==> src/inc/rx_alarm_defs.svh <==
`ifndef RX_ALARM_DEFS_SVH
`define RX_ALARM_DEFS_SVH

// register word indices (printed offsets kept as indices, byte address = 4 * index)
`define IDX_FAR_END_CODE     9'h016
`define IDX_CODE_IRQ_CTRL    9'h017
`define IDX_LINK_CTRL        9'h018
`define IDX_MSG_BUF_FIRST    9'h0DE
`define IDX_MSG_BUF_LAST     9'h135
`define MSG_BUF_DEPTH        88
`define MSG_PTR_W            7

// code irq ctrl fields
`define CODE_VALID_FLAG_BIT  0
`define CODE_VALID_EN_BIT    1
`define CODE_RM_FLAG_BIT     2
`define CODE_RM_EN_BIT       3
`define CODE_VALID_ST_BIT    4

// link ctrl fields
`define LINK_FLAG_BIT        0
`define LINK_IRQ_EN_BIT      1
`define LINK_EN_BIT          2

// code window: history depth and vote thresholds
`define CODE_HIST_LEN        10
`define CODE_VALID_VOTES     4'h8
`define CODE_REMOVE_VOTES    4'h3
`define CODE_W               6

`endif

==> src/inc/rx_alarm_pkg.sv <==
package rx_alarm_pkg;
    // code validator state
    typedef enum logic [1:0] {
        CODE_IDLE  = 2'b01,
        CODE_VALID = 2'b10
    } code_state_t;
endpackage

==> src/code_vote_window.sv <==
`include "rx_alarm_defs.svh"

// keeps the last ten received codes and counts how many match a candidate
module code_vote_window
    import rx_alarm_pkg::*;
(
    // clock and reset
    input  wire logic                   clk_i,
    input  wire logic                   arst_n_i,
    // incoming code strobe
    input  wire logic                   code_stb_i,
    input  wire logic [`CODE_W-1:0]     code_i,
    // comparison
    input  wire logic [`CODE_W-1:0]     ref_i,
    output logic      [3:0]             new_votes_o,
    output logic      [3:0]             diff_votes_o
);
    logic [`CODE_W-1:0] hist_ff     [`CODE_HIST_LEN];
    logic [`CODE_W-1:0] nxt_hist    [`CODE_HIST_LEN];
    logic [`CODE_HIST_LEN-1:0] fill_ff;
    logic [`CODE_HIST_LEN-1:0] nxt_fill;

    // shift in a new code; the window counts only receptions actually seen
    always_comb begin
        nxt_fill = fill_ff;
        for (int i = 0; i < `CODE_HIST_LEN; i++) begin
            nxt_hist[i] = hist_ff[i];
        end
        if (code_stb_i) begin
            nxt_hist[0] = code_i;
            nxt_fill    = {fill_ff[`CODE_HIST_LEN-2:0], 1'b1};
            for (int i = 1; i < `CODE_HIST_LEN; i++) begin
                nxt_hist[i] = hist_ff[i-1];
            end
        end
    end

    always_ff @(posedge clk_i or negedge arst_n_i) begin
        if (!arst_n_i) begin
            fill_ff <= '0;
            for (int i = 0; i < `CODE_HIST_LEN; i++) begin
                hist_ff[i] <= '0;
            end
        end else begin
            fill_ff <= nxt_fill;
            for (int i = 0; i < `CODE_HIST_LEN; i++) begin
                hist_ff[i] <= nxt_hist[i];
            end
        end
    end

    // votes over the window including the code arriving this cycle
    always_comb begin
        new_votes_o  = 4'h0;
        diff_votes_o = 4'h0;
        for (int i = 0; i < `CODE_HIST_LEN; i++) begin
            if (nxt_fill[i] && nxt_hist[i] == nxt_hist[0]) begin
                new_votes_o = new_votes_o + 4'h1;
            end
            if (nxt_fill[i] && nxt_hist[i] != ref_i) begin
                diff_votes_o = diff_votes_o + 4'h1;
            end
        end
    end
endmodule

==> src/rx_alarm_msg_interrupts.sv <==
// Functional notes
// - any of the three raised interrupts drives the active-low request output low
// - code removal sets status bit 2 of register 0x17 (here set only while the removal enable, bit 3, is on)
// - code removal clears the six-bit code field at 0x16
// - completed link message raises the message interrupt when enabled
// - message interrupt enable is bit 1 of register 0x18
// - message interrupt sets status bit 0 of register 0x18
// - new link messages are stored in the buffer at 0xDE to 0x135
// - code removed when a different code appears 3 of last 10
// - code validated after 8 of last 10 equal, loaded into 0x16
// - removal interrupt enable is bit 3 of register 0x17
//
// The APB interface to the registers is this design's own decision.
`include "rx_alarm_defs.svh"

module rx_alarm_msg_interrupts
    import rx_alarm_pkg::*;
(
    // clock and reset
    input  wire logic                   MCLK_I,
    input  wire logic                   ARST_N_I,
    // apb slave
    input  wire logic                   PSEL_I,
    input  wire logic                   PENABLE_I,
    input  wire logic                   PWRITE_I,
    input  wire logic [11:0]            PADDR_I,
    input  wire logic [31:0]            PWDATA_I,
    output logic      [31:0]            PRDATA_O,
    output logic                        PREADY_O,
    output logic                        PSLVERR_O,
    // received far-end codes
    input  wire logic                   CODE_STB_I,
    input  wire logic [`CODE_W-1:0]     CODE_I,
    // receive hdlc controller message bytes
    input  wire logic                   MSG_BYTE_STB_I,
    input  wire logic [7:0]             MSG_BYTE_I,
    input  wire logic                   MSG_END_I,
    // interrupt request, active low
    output logic                        INT_N_O,
    // link receiver enable to the hdlc controller
    output logic                        RX_LINK_MSG_EN_O
);
    code_state_t        state_ff,  nxt_state;
    logic [`CODE_W-1:0] code_ff,   nxt_code;
    logic               code_valid_flag_ff,   nxt_code_valid_flag;
    logic               code_valid_irq_en_ff, nxt_code_valid_irq_en;
    logic               code_removed_flag_ff,   nxt_code_removed_flag;
    logic               code_removed_irq_en_ff, nxt_code_removed_irq_en;
    logic               rx_link_msg_flag_ff,   nxt_rx_link_msg_flag;
    logic               rx_link_msg_irq_en_ff, nxt_rx_link_msg_irq_en;
    logic               rx_link_msg_en_ff,     nxt_rx_link_msg_en;
    logic [7:0]         msg_buf   [`MSG_BUF_DEPTH];
    logic [`MSG_PTR_W-1:0] wr_ptr_ff, nxt_wr_ptr;
    logic [31:0]        rdata_ff,  nxt_rdata;
    logic [3:0]         new_votes;
    logic [3:0]         diff_votes;
    logic               validate_evt;
    logic               remove_evt;
    logic               msg_done_evt;
    logic               apb_acc;
    logic               apb_wr;
    logic               apb_rd;
    logic               apb_setup;
    logic               msg_wr_en;
    logic [8:0]         reg_idx;
    logic [31:0]        code_ctrl_word;
    logic [31:0]        link_ctrl_word;

    // register map, word index = byte address / 4:
    //   far-end code:   bits 5..0 the validated code, zero while none stands
    //   code irq ctrl:  b0 valid flag, b1 valid enable, b2 removed flag,
    //                   b3 removed enable, b4 a validated code stands
    //   link ctrl:      b0 message flag, b1 message irq enable, b2 receiver enable
    //   message buffer: one byte per word, byte k of the last message at index k
    // flags clear on read, enables are read/write, everything else reads zero,
    // ignores writes and never signals an error

    // decode a word address into a register index; bit 11 and the byte lane
    // bits are not decoded, so those aliases land on the same word
    function automatic logic [8:0] word_idx(input logic [11:0] addr);
        return addr[10:2];
    endfunction

    // true when the index falls inside the message buffer window
    // both ends of the window are inclusive
    function automatic logic in_msg_buf(input logic [8:0] idx);
        return (idx >= `IDX_MSG_BUF_FIRST) && (idx <= `IDX_MSG_BUF_LAST);
    endfunction

    // ten-deep history of received codes; both vote counts include the code
    // strobed this cycle, so a decision lands on the same edge as its code
    code_vote_window u_votes (
        .clk_i        (MCLK_I),
        .arst_n_i     (ARST_N_I),
        .code_stb_i   (CODE_STB_I),
        .code_i       (CODE_I),
        .ref_i        (code_ff),
        .new_votes_o  (new_votes),
        .diff_votes_o (diff_votes)
    );

    // apb: zero wait states. read data is registered at the setup edge, so it
    // already stands from a flop in the access cycle where the master takes it;
    // the flag clear waits for the access edge
    assign apb_setup = PSEL_I && !PENABLE_I && !PWRITE_I;
    assign apb_acc   = PSEL_I && PENABLE_I;
    assign apb_wr    = apb_acc && PWRITE_I;
    assign apb_rd    = apb_acc && !PWRITE_I;
    assign reg_idx   = word_idx(PADDR_I);
    assign PREADY_O  = 1'b1;
    assign PSLVERR_O = 1'b0;
    assign PRDATA_O  = rdata_ff;

    // code events from the vote window; only one of them is looked at in a
    // given state, so validation and removal never fire together
    assign validate_evt = CODE_STB_I && (state_ff == CODE_IDLE)
                          && (new_votes >= `CODE_VALID_VOTES);
    assign remove_evt   = CODE_STB_I && (state_ff == CODE_VALID)
                          && (diff_votes >= `CODE_REMOVE_VOTES);
    assign msg_done_evt = MSG_END_I && rx_link_msg_en_ff;
    // bytes and message ends are dropped while the receiver is disabled
    assign msg_wr_en    = MSG_BYTE_STB_I && rx_link_msg_en_ff;

    // validator state and received code register
    // removal zeroes the code so software never reads back a stale code;
    // a code is loaded only on validation, never on a plain strobe
    always_comb begin
        nxt_state = state_ff;
        nxt_code  = code_ff;
        case (state_ff)
            CODE_IDLE: begin
                if (validate_evt) begin
                    nxt_state = CODE_VALID;
                    nxt_code  = CODE_I;
                end
            end
            CODE_VALID: begin
                if (remove_evt) begin
                    nxt_state = CODE_IDLE;
                    nxt_code  = '0;
                end
            end
            default: begin
                nxt_state = CODE_IDLE;
            end
        endcase
    end

    // validator registers
    always_ff @(posedge MCLK_I or negedge ARST_N_I) begin
        if (!ARST_N_I) begin
            state_ff <= CODE_IDLE;
            code_ff  <= '0;
        end else begin
            state_ff <= nxt_state;
            code_ff  <= nxt_code;
        end
    end

    // enables and sticky flags; a set in the read cycle beats the clear, and a
    // read clears only what its data reported, so an event that lands between
    // the setup and access edges survives until the next read
    always_comb begin
        logic rd17;
        logic rd18;
        rd17 = apb_rd && (reg_idx == `IDX_CODE_IRQ_CTRL);
        rd18 = apb_rd && (reg_idx == `IDX_LINK_CTRL);
        nxt_code_valid_irq_en   = code_valid_irq_en_ff;
        nxt_code_removed_irq_en = code_removed_irq_en_ff;
        nxt_rx_link_msg_irq_en  = rx_link_msg_irq_en_ff;
        nxt_rx_link_msg_en      = rx_link_msg_en_ff;
        if (apb_wr && reg_idx == `IDX_CODE_IRQ_CTRL) begin
            nxt_code_valid_irq_en   = PWDATA_I[`CODE_VALID_EN_BIT];
            nxt_code_removed_irq_en = PWDATA_I[`CODE_RM_EN_BIT];
        end else if (apb_wr && reg_idx == `IDX_LINK_CTRL) begin
            nxt_rx_link_msg_irq_en  = PWDATA_I[`LINK_IRQ_EN_BIT];
            nxt_rx_link_msg_en      = PWDATA_I[`LINK_EN_BIT];
        end
        nxt_code_valid_flag   = code_valid_flag_ff
                                && !(rd17 && rdata_ff[`CODE_VALID_FLAG_BIT]);
        nxt_code_removed_flag = code_removed_flag_ff
                                && !(rd17 && rdata_ff[`CODE_RM_FLAG_BIT]);
        nxt_rx_link_msg_flag  = rx_link_msg_flag_ff
                                && !(rd18 && rdata_ff[`LINK_FLAG_BIT]);
        if (validate_evt && code_valid_irq_en_ff) begin
            nxt_code_valid_flag = 1'b1;
        end
        if (remove_evt && code_removed_irq_en_ff) begin
            nxt_code_removed_flag = 1'b1;
        end
        if (msg_done_evt && rx_link_msg_irq_en_ff) begin
            nxt_rx_link_msg_flag = 1'b1;
        end
    end

    // everything comes up disabled, so nothing interrupts until software opts in
    always_ff @(posedge MCLK_I or negedge ARST_N_I) begin
        if (!ARST_N_I) begin
            code_valid_flag_ff     <= 1'b0;
            code_valid_irq_en_ff   <= 1'b0;
            code_removed_flag_ff   <= 1'b0;
            code_removed_irq_en_ff <= 1'b0;
            rx_link_msg_flag_ff    <= 1'b0;
            rx_link_msg_irq_en_ff  <= 1'b0;
            rx_link_msg_en_ff      <= 1'b0;
        end else begin
            code_valid_flag_ff     <= nxt_code_valid_flag;
            code_valid_irq_en_ff   <= nxt_code_valid_irq_en;
            code_removed_flag_ff   <= nxt_code_removed_flag;
            code_removed_irq_en_ff <= nxt_code_removed_irq_en;
            rx_link_msg_flag_ff    <= nxt_rx_link_msg_flag;
            rx_link_msg_irq_en_ff  <= nxt_rx_link_msg_irq_en;
            rx_link_msg_en_ff      <= nxt_rx_link_msg_en;
        end
    end

    // request is low while any enabled flag stands
    // decoded from flops only, so bus activity cannot glitch the pin;
    // the pin drops one edge after the event that sets the flag
    assign INT_N_O = !((code_valid_flag_ff && code_valid_irq_en_ff)
                     || (code_removed_flag_ff && code_removed_irq_en_ff)
                     || (rx_link_msg_flag_ff && rx_link_msg_irq_en_ff));
    assign RX_LINK_MSG_EN_O = rx_link_msg_en_ff;

    // message write pointer; restarts at the buffer base after each message
    // a byte and an end in one cycle: the byte is stored, then the pointer restarts
    always_comb begin
        nxt_wr_ptr = wr_ptr_ff;
        if (msg_done_evt) begin
            nxt_wr_ptr = '0;
        end else if (msg_wr_en
                     && wr_ptr_ff != `MSG_PTR_W'(`MSG_BUF_DEPTH - 1)) begin
            nxt_wr_ptr = wr_ptr_ff + `MSG_PTR_W'(1);  // overlong message keeps last slot
        end
    end

    // pointer register
    always_ff @(posedge MCLK_I or negedge ARST_N_I) begin
        if (!ARST_N_I) begin
            wr_ptr_ff <= '0;
        end else begin
            wr_ptr_ff <= nxt_wr_ptr;
        end
    end

    // buffer storage has no reset, which keeps it a plain ram; contents are
    // valid only after a message, and only the bytes it stored
    always_ff @(posedge MCLK_I) begin
        if (msg_wr_en) begin
            msg_buf[wr_ptr_ff] <= MSG_BYTE_I;
        end
    end

    // status word as the host sees it; unused upper bits read zero
    always_comb begin
        code_ctrl_word = 32'h0;
        code_ctrl_word[`CODE_VALID_FLAG_BIT] = code_valid_flag_ff;
        code_ctrl_word[`CODE_VALID_EN_BIT]   = code_valid_irq_en_ff;
        code_ctrl_word[`CODE_RM_FLAG_BIT]    = code_removed_flag_ff;
        code_ctrl_word[`CODE_RM_EN_BIT]      = code_removed_irq_en_ff;
        code_ctrl_word[`CODE_VALID_ST_BIT]   = (state_ff == CODE_VALID);
    end

    // link control word
    always_comb begin
        link_ctrl_word = 32'h0;
        link_ctrl_word[`LINK_FLAG_BIT]   = rx_link_msg_flag_ff;
        link_ctrl_word[`LINK_IRQ_EN_BIT] = rx_link_msg_irq_en_ff;
        link_ctrl_word[`LINK_EN_BIT]     = rx_link_msg_en_ff;
    end

    // read data, captured at the setup edge and held through the access cycle;
    // it then stays put until the next read, so idle cycles show no bus churn
    always_comb begin
        nxt_rdata = rdata_ff;
        if (apb_setup) begin
            if (reg_idx == `IDX_FAR_END_CODE) begin
                nxt_rdata = {26'h0, code_ff};
            end else if (reg_idx == `IDX_CODE_IRQ_CTRL) begin
                nxt_rdata = code_ctrl_word;
            end else if (reg_idx == `IDX_LINK_CTRL) begin
                nxt_rdata = link_ctrl_word;
            end else if (in_msg_buf(reg_idx)) begin
                nxt_rdata = {24'h0,
                    msg_buf[`MSG_PTR_W'(reg_idx - `IDX_MSG_BUF_FIRST)]};
            end else begin
                nxt_rdata = 32'h0;
            end
        end
    end

    // read data register
    always_ff @(posedge MCLK_I or negedge ARST_N_I) begin
        if (!ARST_N_I) begin
            rdata_ff <= 32'h0;
        end else begin
            rdata_ff <= nxt_rdata;
        end
    end
endmodule

==> config.mk <==
export PLATFORM = sky130hd
export DESIGN_NAME = rx_alarm_msg_interrupts
export DESIGN_NICKNAME = d
export VERILOG_FILES = /design/src/inc/rx_alarm_pkg.sv /design/src/code_vote_window.sv /design/src/rx_alarm_msg_interrupts.sv
export VERILOG_INCLUDE_DIRS = /design/src /design/src/inc
export SDC_FILE = /design/constraint.sdc
export NUM_CORES = 1
export LEC_CHECK = 0
export ABC_AREA = 1
export BUFFER_PORTS_ARGS = -buffer_cell sky130_fd_sc_hd__buf_2
export CORE_ASPECT_RATIO = 0.8
export CORE_MARGIN = 2
export CORE_UTILIZATION = 46
export DETAILED_ROUTE_END_ITERATION = 10
export PLACE_DENSITY = 0.73
export SYNTH_ARGS = -nofsm -noshare
export SYNTH_HDL_FRONTEND = slang
export SYNTH_SLANG_ARGS = --single-unit
==> constraint.sdc <==
create_clock -name MCLK_I -period 11.2 [get_ports MCLK_I]
set_input_delay 0 -clock MCLK_I [delete_from_list [all_inputs] [get_ports MCLK_I]]
set_output_delay 0 -clock MCLK_I [all_outputs]
set_load 0.02 [all_outputs]
Word level (Yosys, flattened, before mapping)
Memories as Yosys holds them, arrays and structs flattened.
Cells that the tools add are included.
- flip-flop bits (word level): 124
- bits in latches: 0
- memory bits (writable): 704
- bits in read-only memories: 0
- input bits: 66
- output and inout port bits: 36
- word-level logic and storage cells: 175
- memories kept: 1
- $add $sub $neg: 20
- multiply operators: 0
- div/mod/pow operators: 0
- $lt $le $gt $ge: 4
- eq/ne operators: 27
- shift-type cells: 0
- mux-type cells: 39
- bitwise operators: 1
- reduce and logical (&&, ||, !) cells: 61
- memories (name ; words ; bits a word ; rd ports ; clocked after Yosys merged registers in ; wr ports ; RTL line ; text):
    msg_buf ; 88 ; 8 ; 1 ; 0 ; 1 ; rx_alarm_msg_interrupts.sv:52 ; logic [7:0] msg_buf [`MSG_BUF_DEPTH];
- operator list (operator ; count):
    $mux 4 ; 18
    $add 4x1->4 const B ; 17
    $mux 60 ; 1
    $ne 6x6->1 ; 10
    $eq 6x6->1 ; 9
    $logic_and 1x1->1 ; 48
    $mux 8 ; 4
    $eq 9x5->1 const B ; 3
    $mux 7 ; 2
    $mux 6 ; 2
    $pmux 6 s2 ; 1
    $mux 10 ; 1
    $ge 9x8->1 const B ; 1
    $le 9x9->1 const B ; 1
    $add 7x1->7 const B ; 1
    $mux 1 ; 7
    $ne 7x7->1 const B ; 1
    $sub 7x7->7 const B ; 1
    $logic_not 1->1 ; 6
    $ge 4x2->1 const B ; 1
    $ge 4x4->1 const B ; 1
    $mux 2 ; 2
    $ne 2x2->1 const B ; 2
    $pmux 2 s2 ; 1
    other kinds (8) ; 11

Logic depth before layout (Yosys ltp)
- word-level depth: 26
- gate-level depth with buffers: 50
- mapped depth without buffers: 44

Hierarchy
From an unflattened synthesis, not the netlist that was laid out.
- cell total of the unflattened synthesis: 3549
- area, all modules: 36668.9 µm²
- modules (own cells, without submodules) (module ; times used ; cells each ; area each (µm²) ; seq. area each (µm²)):
    rx_alarm_msg_interrupts ; 1 ; 2505 ; 29952.5 ; 21892.2
    code_vote_window ; 1 ; 1044 ; 6716.4 ; 1751.7

Least setup slack after synthesis
Ideal clock, no wire load.
- path kind: input to register
- from: input CODE_STB_I
- to: register code_ff[4]
- library setup time: 0.117 ns
- arrival: 6.356 ns
- data required time: 11.083 ns
- setup slack: 4.727 ns
- stages on the path: 45
- path buffers: 7
- path through: buf_6 -> buf_6 -> buf_6 -> buf_4 -> buf_2 -> buf_2 -> buf_1 -> nand2_1 -> o21ai_0 -> nor2_1 -> a2111oi_0 -> and2_1 -> inv_1 -> ha_1 -> inv_1 -> nand4_1 -> nand2_1 -> ha_1 -> [9 not listed] -> inv_1 -> ha_1 -> or2_2 -> nand2_1 -> inv_1 -> ha_1 -> nand2_1 -> nand2_1 -> ha_1 -> nor2_1 -> a31oi_1 -> nand2_1 -> nor2_2 -> nand2_2 -> nand3_4 -> nand2_2 -> nand2_1 -> nand2_1
- cells in the longest elaborated chain, start to end: 26
- elaborated cells between the ends (all ways): 87
- those cells by class: add/sub (18); order compare (2); eq/ne (21); mux (22); reduce/logical (24)
- RTL lines (what ; RTL line ; text):
    start, declared ; rx_alarm_msg_interrupts.sv:32 ; input wire logic CODE_STB_I,
    $mux 60 ; code_vote_window.sv:29 ; if (code_stb_i) begin
    $ne 6x6->1 ; code_vote_window.sv:60 ; if (nxt_fill[i] && nxt_hist[i] != ref_i) begin
    $logic_and 1x1->1 ; code_vote_window.sv:60 ;
    $mux 1 ; code_vote_window.sv:60 ;
    $add 1x1->2 ; code_vote_window.sv:61 ; diff_votes_o = diff_votes_o + 4'h1;
    $mux 4 ; code_vote_window.sv:60 ;
    $add 4x1->4 ; code_vote_window.sv:61 ;
    $mux 4 ; code_vote_window.sv:60 ;
    [10 not listed] ; -- ;
    $add 4x1->4 ; code_vote_window.sv:61 ;
    $mux 4 ; code_vote_window.sv:60 ;
    $add 4x1->4 ; code_vote_window.sv:61 ;
    $mux 4 ; code_vote_window.sv:60 ;
    $ge 4x2->1 (no line) ; -- ;
    $logic_and 1x1->1 ; rx_alarm_msg_interrupts.sv:118 ; assign remove_evt = CODE_STB_I && (state_ff == CODE_VALID)
    $ne 2x2->1 (no line) ; -- ;
    $reduce_and 3->1 (no line) * ; -- ;
    end signal, assigned ; rx_alarm_msg_interrupts.sv:156 ; code_ff <= nxt_code;
    end, declared ; rx_alarm_msg_interrupts.sv:44 ; logic [`CODE_W-1:0] code_ff, nxt_code;
Every way passes the cells marked *; elsewhere a longest branch is shown, timed or not.
A chain may end at the register's enable or synchronous reset.

Final worst setup path
Ends and elaborated chain as after synthesis.

==> out/metrics.yaml <==
status:
  status: "completed"
detailed_routing:
  wire_per_inst_um: 22.8
  num_vias: 23200
  firstDrtPassIters: 6
  ant_nets: 0
  post_drt_via_cell_ratio: 6.01
  drcViolationCount: 0
  drtIter0Drc: 2948
  finalWirelength_um: 88100
pwr:
  p_sw_share_pct: 26.0
  pwr-share-seq_pct: 50.8
  clkPwrFrac_pct: 37.5
  cellLeakagePower_nw: 13.2
  power.share.combinational_pct: 11.7
  vdd_ir_drop_max_v: 0.000163
  powerDensity_nw_per_um2: 174
  internal-power_mw: 4.84
  p_sw_mw: 1.71
setup_path:
  crit_arrival_ns: 7.66
  cp-end-kind: "flip-flop"
  cp_top_family: "simple AND/OR/NAND/NOR gates"
  rrSetupSlack_ns: 4.36
  max_stage_delay_ns: 0.53
  worstSetupPathType: "input port to flip-flop"
  crit_fanout: 47
  cp_num_buf_inv: 10
  r2r-start: "u_votes.hist_ff[55]"
  r2r_cells: 38
  r2r_end: "code_ff[4]"
  critPathMostFrequentCell: "nand2_1"
  cp-start-kind: "input port"
  slowest_stage: "dlygate4sd3_1"
  cp_data_required_time_ns: 11.71
grt:
  track_usage_pct: 22.8
  grt_max_degree: 109
  antenna_found_initial: 5
  grt_pass1_wl_um: 132000
  grt_pass1_vias: 22000
  overflow: 0
logic_synthesis:
  synth-xor-area-share_pct: 1.03
  synth-edff-count: 704
  ys_async_sr_fraction_pct: 12.4
  ys_ff_latch: 804
  synthMuxAreaShare_pct: 0.0662
  yosysSeqAreaShare_pct: 69.5
  ys.warnings.count: 0
  yosys.area_share.simple_pct: 12.7
  ys.flop_type: "edfxtp_1"
  avgSynthCellArea_um2: 12.1
  synth_cell_types: 58
  synth_compound_area_share_pct: 11.5
  syn_area_um2: 34000
  yosys.area_share.adder_pct: 0.809
  synth_top_family_by_area: "simple AND/OR/NAND/NOR gates"
  syn-instance-count: 2807
die:
  start_util_pct: 46.3
  dieWidth_um: 308
  core-area_um2: 73500
  io_pins: 102
  rows: 89
  die_h_um: 247
  dieArea_um2: 76200
sta:
  slew_violations: 0
  worstMarginPinSlew_ns: 1.17
  fin_skew_ns: 0.0521
  slew_headroom_pct: 22.2
  max_freq_mhz: 140
  period_share_pct: 63.8
  finalHoldViolations: 0
  fin_ws_ns: 4.06
  rsz0062_at_grt: "false"
  setup_viol: 0
  fin_crit_ns: 7.14
  setup_tns_ns: 0
final_layout:
  nFillCells: 6145
  final_cell_mix: "edfxtp_1, nand2_1, o22ai_1"
  layout.nets: 2933
  layout-drive-gt1-share_pct: 9.19
  final_common_cell: "edfxtp_1"
  syn_to_final_growth_pct: 10.6
hold_path:
  hold_path.class: "input port to flip-flop"
  whs_endpoint: "PRDATA_O[5]"
  min_from: "PADDR_I[7]"
  min_path_cells: 6
clock_network:
  clk_latency_ns: 0.65
  clk_path_buf_depth: 3
  cts_tree: "yes"
  clkTransAtPathRegs_ns: 0.07
  clk_root_buffer_cell: "clkbuf_16"
  postCtsResizedCells: 0
  clock-sinks: 804
  cts_buffers: 76
  ctsHtreeMaxLevel: 3
placement:
  numPortBuffers: 43
  gp_congestion: 0.885
  place_worst_setup_slack_ns: 4.00
  place_hpwl_um: 52100
flow_run:
  drv_cap: 0
-- per-layer routing --
layer  vias up  GRT usage, %  wire length [um]
met2      1334          34.0             38900
met4         0          7.62              2510
met1     11200          32.5             36400
met3       186          6.02             10300
li1      10400             -                 -
met5         -             0                 0
-- through the flow --
stage | power, mW | utilization [%] | cell area [um^2] | hold WS, ns | cells
3_5_place_dp | 4.13 | 47.7 | 35000 | 0.0525 | 3697
6_report | 6.55 | 51.2 | 37700 | 0.0270 | 3861
5_1_grt | 6.75 | 51.2 | 37700 | 0.0528 | 3860
3_3_place_gp | 4.12 | 47.7 | 35000 | 0.0534 | 3697
2_1_floorplan | 3.89 | - | 34100 | -0.296 | 2831
4_1_cts | 6.54 | 51.2 | 37700 | 0.00760 | 3860
-- power groups by stage --
| stage | clock [mW] | sequential [mW] | combinational [mW] |
|---|---|---|---|
| finish | 2.45 | 3.33 | 0.765 |
| global route | 2.58 | 3.33 | 0.844 |
| CTS | 2.47 | 3.33 | 0.750 |
| detailed placement | 0 | 3.39 | 0.738 |
| global placement | 0 | 3.39 | 0.725 |
| floorplan | 0 | 3.39 | 0.506 |
-- sequential cells by signal, indices dropped and copies added, names as in the netlist, 2 cells and up --
signal / cells
PRDATA_O: 8
u_votes.hist_ff: 60
wr_ptr_ff: 7
u_votes.fill_ff: 10
msg_buf: 704
code_ff: 6
state_ff: 2
-- final cells by class --
type | count | area [um^2] | area share [%]
clock buffer | 100 | 1990 | 5.29
clock inverter | 38 | 352 | 0.934
tap | 955 | 1190 | 3.17
antenna | 1 | 2.50 | 0.00665
inverter | 189 | 714 | 1.90
multi-input combinational | 1674 | 9010 | 23.9
sequential | 804 | 23600 | 62.8
timing repair buffer | 100 | 741 | 1.97
-- cells in the mapped netlist, drive strengths merged, types with 25 or more instances --
cell	n	area share (%)
o311ai	25	0.64
a22oi	38	0.84
nor3	112	1.7
a21oi	32	0.47
nor2	251	2.8
buf	62	1.3
edfxtp	704	62
o22ai	296	5.4
o21ai	120	2.0
xor2	31	0.80
o31ai	27	0.60
dfrtp	99	7.3
clkbuf	102	1.1
inv	180	2.0
nor4	25	0.46
nand3	134	2.2
nand2	424	4.8
-- worst min-delay path: cells and delay by family --
family	cells	cell delay (ns)
buffers and inverters	1	0.10
AND/OR/NAND/NOR	3	0.28
AO/OA/AOI/OAI	2	0.23
-- logic make-up (layout without fill, tap and decap cells) --
| kind of cell | after synthesis | after routing |
|---|---|---|
| multiplexers | 2 | 2 |
| AO/OA/AOI/OAI | 598 | 598 |
| AND/OR/NAND/NOR | 986 | 986 |
| adder cells (fa/ha/maj) | 22 | 22 |
| flip-flops | 804 | 804 |
| buffers and inverters | 353 | 427 |
| XOR/XNOR | 40 | 40 |
| other | 2 | 27 |
-- worst max-delay path by stage --
stage	cells after the start	from	slack, ns	endpoint
finish	43	CODE_STB_I	4.06	code_ff[4]
global route	43	CODE_STB_I	3.45	code_ff[0]
CTS	43	CODE_STB_I	4.07	code_ff[4]
detailed placement	42	CODE_STB_I	4.00	code_ff[4]
global placement	42	CODE_STB_I	4.17	code_ff[4]
floorplan	45	CODE_STB_I	4.73	code_ff[4]
-- timing repair --
action                    4_1_cts  5_1_grt
hold buffers                   25        0
buffers inserted                0        0
hold endpoints to repair       86        0
No activity file was read; power rests on OpenSTA's default activity.
